$ cat config.mk
export PLATFORM = sky130hd
export DESIGN_NAME = dss_drive_sel
export DESIGN_NICKNAME = d
export VERILOG_FILES = /design/src/dss_pkg.sv /design/src/dss_head_if.sv /design/src/dss_drive_sel.sv /design/src/dss_head_pos.sv
export VERILOG_INCLUDE_DIRS = /design/src
export SDC_FILE = /design/constraint.sdc
export NUM_CORES = 1
export LEC_CHECK = 0
export BUFFER_PORTS_ARGS = -buffer_cell sky130_fd_sc_hd__buf_2
export CORE_MARGIN = 2
export CORE_UTILIZATION = 45
export CTS_CLUSTER_DIAMETER = 30
export DETAILED_ROUTE_END_ITERATION = 10
export GPL_TIMING_DRIVEN = 0
export PLACE_DENSITY = 0.77
export SLEW_MARGIN = 30
export SYNTH_ARGS = -nofsm -noshare
export SYNTH_HDL_FRONTEND = slang
export SYNTH_SLANG_ARGS = --single-unit
$ cat constraint.sdc
create_clock -name clk -period 2.5 [get_ports clk]
set_input_delay 0.5 -clock clk [delete_from_list [all_inputs] [get_ports clk]]
set_output_delay 0.5 -clock clk [all_outputs]
set_load 0.02 [all_outputs]
$ cat src/dss_params.svh
// Constants of the drive select and step/direction block: offsets, fields, resets, timing.
// Assumes the includer works in a 50 MHz clock domain with 32-bit APB data.
`ifndef DSS_PARAMS_SVH
`define DSS_PARAMS_SVH
// Register byte offsets
`define DSS_OFF_CTRL 8'h00
`define DSS_OFF_STATUS 8'h04
`define DSS_OFF_TRACK 8'h08
`define DSS_OFF_LINES 8'h0C
`define DSS_OFF_STEPS 8'h10
// Control fields and reset value
`define DSS_CTRL_OPT0 0
`define DSS_CTRL_OPT1 1
`define DSS_CTRL_STEP_EN 2
`define DSS_CTRL_RST 32'h0000_0004
// Status fields
`define DSS_ST_SELECTED 0
`define DSS_ST_JUMP_FAULT 1
`define DSS_ST_SETUP_ERR 2
// Cable line positions, all active low on the wire
`define DSS_NUM_LINES 12
`define DSS_LN_DIR 4
`define DSS_LN_STEP 5
`define DSS_LN_OPT0 10
`define DSS_LN_OPT1 11
// Timing
`define DSS_CLK_MHZ 50
`define DSS_DIR_SETUP_NS 1000
`define DSS_DIR_SETUP_CYC ((`DSS_DIR_SETUP_NS * `DSS_CLK_MHZ + 999) / 1000)
`define DSS_DIR_CNT_W 7
// Head travel
`define DSS_TRACK_MAX 76
`endif

$ cat src/dss_pkg.sv
// Types shared by the drive select and step/direction block.
// Assumes nothing beyond a SystemVerilog compiler.
package dss_pkg;
    typedef enum logic [1:0] {
        DSS_WAIT = 2'b00,
        DSS_SETTLE = 2'b01,
        DSS_CAPTURE = 2'b10,
        DSS_RUN = 2'b11
    } dss_state_t;
    typedef logic [3:0] dss_jumper_t;
endpackage

$ cat src/dss_head_if.sv
// Carrier between the select/step front end and the head position unit.
// Assumes both ends share clk.
`timescale 1ns/10ps
interface dss_head_if #(parameter int TW = 7);
    logic step_req;
    logic step_inward;
    logic clear_pos;
    logic [TW-1:0] track;
    logic motor_step;
    logic motor_inward;
    modport ctl(output step_req, output step_inward, output clear_pos,
                input track, input motor_step, input motor_inward);
    modport head(input step_req, input step_inward, input clear_pos,
                 output track, output motor_step, output motor_inward);
endinterface

$ cat src/dss_drive_sel.sv
// Drive select decode and step/direction front end with an APB register slave.
// Assumes cable lines and jumper straps are asynchronous; APB shares clk.
//
// The placing of the registers and the APB slave port were decided locally.
`timescale 1ns/10ps
`include "dss_params.svh"
module dss_drive_sel #(
    parameter int ADDR_W = 8,
    parameter int TW = 7,
    parameter int TRACK_MAX = `DSS_TRACK_MAX
) (
    // Clock and reset
    input wire logic clk,
    input wire logic resetn,
    // APB slave
    input wire logic [ADDR_W-1:0] paddr,
    input wire logic psel,
    input wire logic penable,
    input wire logic pwrite,
    input wire logic [31:0] pwdata,
    output logic [31:0] prdata,
    output logic pready,
    output logic pslverr,
    // Controller cable, active low
    input wire logic [`DSS_NUM_LINES-1:0] cable_n,
    // Address straps, high when shorted
    input wire logic select_addr_jumper_one,
    input wire logic select_addr_jumper_two,
    input wire logic select_addr_jumper_three,
    input wire logic select_addr_jumper_four,
    // Head mechanism
    output logic motor_step,
    output logic motor_inward,
    output logic [TW-1:0] track_pos,
    output logic drive_selected
);
    if (ADDR_W < 8 || ADDR_W > 32) begin : bad_addr
        $error("dss_drive_sel: ADDR_W must be 8 to 32");
    end
    if (`DSS_DIR_SETUP_CYC >= 2 ** `DSS_DIR_CNT_W) begin : bad_cnt
        $error("dss_drive_sel: setup counter too narrow");
    end

    localparam logic [2:0] IX_CTRL = 3'h0;
    localparam logic [2:0] IX_STATUS = 3'h1;
    localparam logic [2:0] IX_TRACK = 3'h2;
    localparam logic [2:0] IX_LINES = 3'h3;
    localparam logic [2:0] IX_STEPS = 3'h4;
    localparam logic [2:0] IX_NONE = 3'h7;

    function automatic logic [2:0] reg_index(input logic [ADDR_W-1:0] a);
        reg_index = IX_NONE;
        if (a == ADDR_W'(`DSS_OFF_CTRL)) reg_index = IX_CTRL;
        if (a == ADDR_W'(`DSS_OFF_STATUS)) reg_index = IX_STATUS;
        if (a == ADDR_W'(`DSS_OFF_TRACK)) reg_index = IX_TRACK;
        if (a == ADDR_W'(`DSS_OFF_LINES)) reg_index = IX_LINES;
        if (a == ADDR_W'(`DSS_OFF_STEPS)) reg_index = IX_STEPS;
    endfunction

    function automatic logic one_hot(input dss_pkg::dss_jumper_t j);
        one_hot = (j != '0) && ((j & (j - 1'b1)) == '0);
    endfunction

    dss_head_if #(.TW(TW)) hif();

    dss_head_pos #(.TW(TW), .TRACK_MAX(TRACK_MAX)) u_head (
        .clk(clk),
        .resetn(resetn),
        .hif(hif.head)
    );

    // Two-stage synchronisers; the first stage feeds only the second
    logic [`DSS_NUM_LINES-1:0] line_m;
    logic [`DSS_NUM_LINES-1:0] line_s;
    dss_pkg::dss_jumper_t jump_m;
    dss_pkg::dss_jumper_t jump_s;

    always_ff @(posedge clk or negedge resetn) begin
        if (!resetn) begin
            line_m <= '1;
            line_s <= '1;
            jump_m <= '0;
            jump_s <= '0;
        end else begin
            line_m <= cable_n;
            line_s <= line_m;
            jump_m <= {select_addr_jumper_four, select_addr_jumper_three,
                       select_addr_jumper_two, select_addr_jumper_one};
            jump_s <= jump_m;
        end
    end

    dss_pkg::dss_state_t st, next_st;
    dss_pkg::dss_jumper_t jumper, next_jumper;
    logic jumper_ok, next_jumper_ok;
    logic selected, next_selected;
    logic step_prev, next_step_prev;
    logic dir_prev, next_dir_prev;
    logic [`DSS_DIR_CNT_W-1:0] dir_cnt, next_dir_cnt;
    logic step_req, next_step_req;
    logic step_inward, next_step_inward;
    logic clear_pos, next_clear_pos;
    logic setup_err, next_setup_err;
    logic [31:0] ctrl, next_ctrl;
    logic [31:0] steps, next_steps;
    logic [`DSS_NUM_LINES-1:0] lines, next_lines;
    logic [31:0] next_prdata;
    logic next_pready;
    logic next_pslverr;
    logic sel_now;
    logic trail;
    logic wr;
    logic [2:0] idx;
    logic [`DSS_NUM_LINES-1:0] mask;

    always_comb begin
        next_st = st;
        next_jumper = jumper;
        next_jumper_ok = jumper_ok;
        case (st)
            dss_pkg::DSS_WAIT: next_st = dss_pkg::DSS_SETTLE;
            dss_pkg::DSS_SETTLE: next_st = dss_pkg::DSS_CAPTURE;
            dss_pkg::DSS_CAPTURE: begin
                // Straps are read once the synchroniser holds post-reset values
                next_jumper = jump_s;
                next_jumper_ok = one_hot(jump_s);
                next_st = dss_pkg::DSS_RUN;
            end
            dss_pkg::DSS_RUN: next_st = dss_pkg::DSS_RUN;
            default: next_st = dss_pkg::DSS_WAIT;
        endcase

        // A faulty strap set never selects, so a chain clash cannot drive the bus twice
        sel_now = (st == dss_pkg::DSS_RUN) && jumper_ok
                  && ((jumper & ~line_s[3:0]) != '0);
        next_selected = sel_now;

        // Trailing edge of step is the low-to-high return of the line
        trail = line_s[`DSS_LN_STEP] && !step_prev;
        next_step_prev = line_s[`DSS_LN_STEP];
        next_dir_prev = line_s[`DSS_LN_DIR];
        if (line_s[`DSS_LN_DIR] != dir_prev) begin
            next_dir_cnt = '0;
        end else if (dir_cnt != '1) begin
            next_dir_cnt = dir_cnt + 1'b1;
        end else begin
            next_dir_cnt = dir_cnt;
        end

        next_step_req = trail && sel_now && ctrl[`DSS_CTRL_STEP_EN];
        next_step_inward = step_inward;
        if (trail) begin
            next_step_inward = !line_s[`DSS_LN_DIR];
        end

        idx = reg_index(paddr);
        wr = psel && penable && pready && pwrite && (idx != IX_NONE);

        // Direction moved inside the setup window; flag it, set beats clear
        next_setup_err = setup_err;
        if (wr && idx == IX_STATUS && pwdata[`DSS_ST_SETUP_ERR]) begin
            next_setup_err = 1'b0;
        end
        if (next_step_req && dir_cnt < `DSS_DIR_CNT_W'(`DSS_DIR_SETUP_CYC - 1)) begin
            next_setup_err = 1'b1;
        end

        next_ctrl = ctrl;
        if (wr && idx == IX_CTRL) begin
            next_ctrl = pwdata & 32'h0000_0007;
        end
        next_clear_pos = wr && idx == IX_TRACK;
        next_steps = step_req ? steps + 32'h0000_0001 : steps;

        mask = '1;
        mask[`DSS_LN_OPT0] = ctrl[`DSS_CTRL_OPT0];
        mask[`DSS_LN_OPT1] = ctrl[`DSS_CTRL_OPT1];
        next_lines = ~line_s & mask;

        next_pready = psel && !penable;
        next_pslverr = psel && !penable && idx == IX_NONE;
        next_prdata = prdata;
        if (psel && !penable) begin
            case (idx)
                IX_CTRL: next_prdata = ctrl;
                IX_STATUS: next_prdata = {24'h00_0000, jumper, 1'b0, setup_err,
                                          !jumper_ok, selected};
                IX_TRACK: next_prdata = 32'(hif.track);
                IX_LINES: next_prdata = 32'(lines);
                IX_STEPS: next_prdata = steps;
                default: next_prdata = 32'h0000_0000;
            endcase
        end
    end

    always_ff @(posedge clk or negedge resetn) begin
        if (!resetn) begin
            st <= dss_pkg::DSS_WAIT;
            jumper <= '0;
            jumper_ok <= 1'b0;
            selected <= 1'b0;
            step_prev <= 1'b1;
            dir_prev <= 1'b1;
            dir_cnt <= '0;
            step_req <= 1'b0;
            step_inward <= 1'b0;
            clear_pos <= 1'b0;
            setup_err <= 1'b0;
            ctrl <= `DSS_CTRL_RST;
            steps <= 32'h0000_0000;
            lines <= '0;
            prdata <= 32'h0000_0000;
            pready <= 1'b0;
            pslverr <= 1'b0;
        end else begin
            st <= next_st;
            jumper <= next_jumper;
            jumper_ok <= next_jumper_ok;
            selected <= next_selected;
            step_prev <= next_step_prev;
            dir_prev <= next_dir_prev;
            dir_cnt <= next_dir_cnt;
            step_req <= next_step_req;
            step_inward <= next_step_inward;
            clear_pos <= next_clear_pos;
            setup_err <= next_setup_err;
            ctrl <= next_ctrl;
            steps <= next_steps;
            lines <= next_lines;
            prdata <= next_prdata;
            pready <= next_pready;
            pslverr <= next_pslverr;
        end
    end

    assign hif.step_req = step_req;
    assign hif.step_inward = step_inward;
    assign hif.clear_pos = clear_pos;
    assign motor_step = hif.motor_step;
    assign motor_inward = hif.motor_inward;
    assign track_pos = hif.track;
    assign drive_selected = selected;
endmodule

$ cat src/dss_head_pos.sv
// Head position unit: one track per accepted step, clamped to the travel range.
// Assumes step requests come one cycle wide from the front end on the same clock.
`timescale 1ns/10ps
`include "dss_params.svh"
module dss_head_pos #(
    parameter int TW = 7,
    parameter int TRACK_MAX = `DSS_TRACK_MAX
) (
    // Clock and reset
    input wire logic clk,
    input wire logic resetn,
    // Front end
    dss_head_if.head hif
);
    logic [TW-1:0] track;
    logic motor_step;
    logic motor_inward;
    logic [TW-1:0] next_track;
    logic next_motor_step;
    logic next_motor_inward;

    if (TRACK_MAX < 1 || TRACK_MAX >= 2 ** TW) begin : bad_range
        $error("dss_head_pos: TRACK_MAX does not fit TW");
    end

    always_comb begin
        next_track = track;
        next_motor_step = 1'b0;
        next_motor_inward = motor_inward;
        if (hif.clear_pos) begin
            next_track = '0;
        end else if (hif.step_req) begin
            next_motor_inward = hif.step_inward;
            // Exactly one track per step; the stops at either end swallow the pulse
            if (hif.step_inward && track < TW'(TRACK_MAX)) begin
                next_track = track + 1'b1;
                next_motor_step = 1'b1;
            end else if (!hif.step_inward && track != '0) begin
                next_track = track - 1'b1;
                next_motor_step = 1'b1;
            end
        end
    end

    always_ff @(posedge clk or negedge resetn) begin
        if (!resetn) begin
            track <= '0;
            motor_step <= 1'b0;
            motor_inward <= 1'b0;
        end else begin
            track <= next_track;
            motor_step <= next_motor_step;
            motor_inward <= next_motor_inward;
        end
    end

    assign hif.track = track;
    assign hif.motor_step = motor_step;
    assign hif.motor_inward = motor_inward;
endmodule

* Word level (Yosys, flattened, before mapping)
Cells that the tools add are included.
** Storage, ports and cells
- Word-level logic and storage cells :: 109
- Flip-flop bits (word level) :: 143
- Input port bits :: 61
** Cells by class
- Bitwise gates (word level) :: 6
- Order comparisons :: 2
- Add/subtract/negate cells :: 5
- Equal/unequal tests :: 15
- Mux-type cells :: 19
- Reductions and logical operators :: 38
** Operators by type and width (number)
- one-hot mux 32 bit (5 select lines) :: 1
- 2-to-1 mux 7 bit :: 6
- adder 32 x 1 -> 32 bit, second input constant :: 1
- logical AND 1 bit :: 19
- equality test 8 x 4 -> 1 bit, second input constant :: 2
- 2-to-1 mux 3 bit :: 5
- adder 7 x 1 -> 7 bit, second input constant :: 2
- AND 12 bit :: 1
- NOT 12 bit :: 1
- AND 4 bit :: 2
- equality test 8 x 3 -> 1 bit, second input constant :: 1
- equality test 8 x 5 -> 1 bit, second input constant :: 1
- zero test 8 bit :: 1
- nonzero test 4 bit :: 2
- < comparator 7 x 6 -> 1 bit, second input constant :: 1
- < comparator 7 bit, second input constant :: 1
- inequality test 7 bit, second input constant :: 1
- nonzero test 7 bit :: 1
- subtractor 7 x 1 -> 7 bit, second input constant :: 1
- equality test 3 x 2 -> 1 bit, second input constant :: 2
- equality test 3 bit, second input constant :: 2
- 2-to-1 mux 1 bit :: 6
- one-hot mux 2 bit (3 select lines) :: 1
- nonzero test 2 bit :: 3
- other kinds (15) :: 21

* Longest topological paths before layout
- Depth in word-level cells :: 12
- Gate-level depth with buffers :: 9

* Hierarchy
A second synthesis with hierarchy kept.
** Second synthesis, totals
- Cells, all modules :: 482
- Area total of the unflattened synthesis :: 5850.6 um2
** By module, submodules not included
- dss_drive_sel :: area each 5255.0 um2, instances 1, cells each 430
- dss_head_pos :: area each 595.6 um2, instances 1, cells each 52

* Worst setup path after synthesis
No wires, ideal clock.
- Path kind :: register to register
- Start :: register u_head.track[3], in the netlist u_head.hif.track[3]
- End :: register u_head.track[6], in the netlist u_head.hif.track[6]
- Data arrival time :: 2.159 ns
- Cell stages (with the launch flop) :: 10
- Clock period less this slack :: 2.280 ns
- Library setup time :: 0.121 ns
- Path slack :: 0.220 ns
- Data required time :: 2.379 ns
- Cell sequence :: dfrtp_1 a211oi_1 o21ai_1 inv_1 fa_1 nand2b_1 a21oi_1 o22ai_1 xnor2_1 a22o_1
** Between the ends
- Cells in the longest elaborated chain, start to end :: 5
- Elaborated cells on any way between the ends :: 12
- Classes of those cells :: add/sub (2); order compare (1); mux (4); reduce/logical (5)
** Ends and longest elaborated chain
- start, declared :: line dss_head_pos.sv:15 : logic [TW-1:0] track;
- start signal, assigned :: line dss_head_pos.sv:51 : track <= next_track;
- subtractor 7 x 1 -> 7 bit / < comparator 7 bit (equally long branches) :: line dss_head_pos.sv:39, dss_head_pos.sv:35
- 2-to-1 mux 7 bit / logical AND 1 bit (equally long branches) :: line dss_head_pos.sv:38, dss_head_pos.sv:35
- 2-to-1 mux 7 bit :: line dss_head_pos.sv:35 : if (hif.step_inward && track < TW'(TRACK_MAX)) begin
- 2-to-1 mux 7 bit :: line dss_head_pos.sv:32 : end else if (hif.step_req) begin
- 2-to-1 mux 7 bit :: line dss_head_pos.sv:30 : if (hif.clear_pos) begin
Several ways; a longest one is shown, not always the timed one. The select of a mux whose other input is x is not followed.
A chain may end at the register's enable or synchronous reset.

* Worst setup path after layout
- Start :: register u_head.track[6], in the netlist u_head.hif.track[6]
- End :: register u_head.track[6], in the netlist u_head.hif.track[6]
Same word-level chain as after synthesis.

==> metrics.md <==
| Metric | Value |
|---|---|
| Status | `finished clean` |
| Total Routed Length | `11,400 um` |
| Initial Utilization | `45.8%` |
| Post-synth ARST share | `100%` |
| Synthesized flop and latch total | `143` |
| Sequential share of the synthesized area | `62.8%` |
| Final GP Congestion | `0.831` |
| GRT met1 Usage | `21.5%` |
| Slew @ Worst Pin | `0.631 ns` |
| Layout area overhead | `22.7%` |
| Antenna Nets Post-Route | `0` |
| CTS tree | `built` |
| Worst-path clk slew | `0.06 ns` |
| DPL Wire Length | `8020 um` |
| Global Route met2 Usage | `30.5%` |
| Total GRT Usage | `17.8%` |
| DRC | `0` |
| H-Tree Level Count | `4` |
| Avg WL per Cell | `15.5 um` |
| Hold Vio Cnt, Final | `0` |
| Setup crit start kind | `flip-flop` |
| Die footprint | `13,700 um2` |
| Setup crit start | `u_head.hif.track[6]` |
| Share of the synthesized area in the top cell type | `50.5%` |
| Leakage power | `3.41 nW` |
| CTS Buf Count | `17` |
| R2r setup slk | `0.13 ns` |
| Crit path DAT | `2.67 ns` |
| Nets | `619` |
| RSZ-0062 raised after global routing | `no` |
| Crit Path Category | `flip-flop to flip-flop` |
| Clk buf depth | `2` |
| Die Ht | `117 um` |
| Yosys cell types | `52` |
| Critical path capture point type | `flip-flop` |
| Layer carrying the most global-route usage | `met2` |
| Post-Syn Area per Cell | `12.7 um2` |
| Count leader, synth | `dfrtp_1` |
| Worst IR Drop VDD | `656 uV` |
| Synth warn | `0` |
| Clock skew | `0.00872 ns` |
| Inserted Diodes | `0` |
| Critical path fanouts, max | `6` |
| 1st-iter DRT viols | `286` |
| Pins Over Slew Limit | `0` |
| # rows | `41` |
| Fin util | `56.2%` |
| Most common library cells after synthesis | `116 x dfrtp_1, 30 x a22o_1, 27 x dfstp_2, 27 x xnor2_1, 24 x nand2_1` |
| GRT overflow | `0` |
| R2r startpoint | `u_head.hif.track[6]` |
| Mapped Area | `5750 um2` |
| Worst slew margin | `57.9%` |
| Vias | `3,882` |
| Fin Hold WS | `0.0641 ns` |
| Largest net degree at the start of global routing | `87` |
| DR pass1 iterations | `4` |
| Top cells by area, synth | `dfrtp_1 50%, dfstp_2 12%, a22o_1 4.6%` |
| Root Buffer | `clkbuf_16` |
| I/O pins | `105` |
| Global-route met3 utilization | `5.05%` |
| Placed insts | `702` |
| Final setup violation count | `0` |
| Fmax | `422 MHz` |
| Via density | `5.28` |
| Post-Layout Cell Count | `735` |
| Number of flops mapped to enable cells by yosys | `0` |
| Fillers | `1,034` |
| Clock sinks | `143` |
| Core ar. | `12,600 um2` |
| HP Class | `input pin to async pin` |
| DIE WIDTH | `117 um` |
| Final worst path period need | `2.37 ns` |
| Fin crit share | `94.7%` |
| Worst path required time | `2.80 ns` |
| Gate Count Post-Synth | `454` |
| Vias in the first global route | `3,828` |
| Final setup TNS | `0 ns` |
| Total nets after synthesis | `523` |
| Power Density | `759 nW/um2` |
| Synth Flop Type | `dfrtp_1` |
| Buffers on Ports | `75` |
| Synth area leader | `dfrtp_1` |
| Max Cap Violations | `0` |
| Proportion of layout cells with a drive suffix above 1 | `29.1%` |
| Initial antenna violation count | `0` |
| First-pass GRT wire length | `18,600 um` |
| Clock latency on the worst-skew pair | `0.41 ns` |
[metrics by stage]
step / instance area, um2 / total power [W] / setup WS, ns
2_1_floorplan: 5750 / 0.00258 / 0.220
3_3_place_gp: 6340 / 0.00269 / -0.868
3_5_place_dp: 6380 / 0.00271 / -0.0151
4_1_cts: 7040 / 0.00541 / 0.0926
5_1_grt: 7060 / 0.00556 / 0.00585
6_report: 7060 / 0.00536 / 0.132
[power by group]
part	total [W]	switching, W	internal [W]	leakage (nW)
Sequential	0.00243	0.0000361	0.00239	1.83
Clock	0.00268	0.000949	0.00173	0.328
Combinational	0.000246	0.000154	0.0000920	1.26
Total	0.00536	0.00114	0.00422	3.41
[worst max-delay path: stages (launching register included)]
cell and delay [ns]:
dfrtp_1 0.46, inv_1 0.13, o21ai_2 0.30, inv_1 0.11
fa_1 0.40, nand2b_1 0.20, a21oi_1 0.20, o22ai_1 0.13
xnor2_1 0.15, a22o_1 0.18
[kinds of logic after synthesis]
kind of cell / synth area share (%)
flip-flops: 62.8
AND/OR/NAND/NOR: 12.4
AO/OA/AOI/OAI: 10.7
XOR/XNOR: 5.79
buffers and inverters: 2.50
multiplexers: 3.87
adder cells (fa/ha/maj): 1.87
[cell type report]
cell class	instances	area (um2)	area share, %
multi-input cells	276	2000	28.4
repair buffers	77	420	5.96
plain buffers	15	68.8	0.975
clock inverters	8	81.3	1.15
clock buffers	24	579	8.21
flip-flops and latches	143	3610	51.2
well taps	172	215	3.05
inverters	20	75.1	1.06
[layout by cell type, fill, tap and decap left out, types with 8 or more instances in the layout]
cell / synthesis / final
xnor2_1: 27 / 27
nand3_1: 17 / 17
a22oi_1: 10 / 10
nand4_1: 10 / 10
mux2i_1: 11 / 11
a21oi_1: 11 / 11
dfstp_2: 27 / 27
dfrtp_1: 116 / 114
inv_1: 20 / 20
xor2_1: 11 / 11
and3_1: 8 / 8
nand2b_1: 9 / 9
buf_2: 4 / 78
nor2_1: 23 / 23
nand2_1: 24 / 24
clkbuf_16: 0 / 23
clkbuf_1: 9 / 10
o21ai_0: 13 / 13
a22o_1: 30 / 30
[worst paths after layout]
| check | endpoint | depth (start not counted) |
|---|---|---|
| max in group asynchronous | line_m[10] | 2 |
| min reg2reg | jump_s[0] | 0 |
| max reg2reg | u_head.hif.track[6] | 9 |
| min | steps[5] | 1 |
| max | u_head.hif.track[6] | 9 |
| min in group clk | line_m[11] | 1 |
[repair_timing]
action,4_1_cts,5_1_grt
hold buffers,0,0
pin swaps,0,1
resized for setup,1,3
buffers inserted,0,1
cloned,0,0
setup endpoints to repair,1,1
[metal layers]
metal / wire length, um / vias up
met1: 4730 / 1954
met4: 205 / 0
li1: - / 1809
met5: 0 / -
met3: 467 / 22
met2: 5990 / 97
[state kept, by name (all words and copies together), names as in the netlist, 2 cells and up]
register,count
jump_m,4
prdata,32
jumper,4
u_head.hif.track,7
line_s,12
dir_cnt,7
st,2
ctrl,3
steps,32
line_m,12
lines,12
jump_s,4
(Power assumes the default switching activity.)
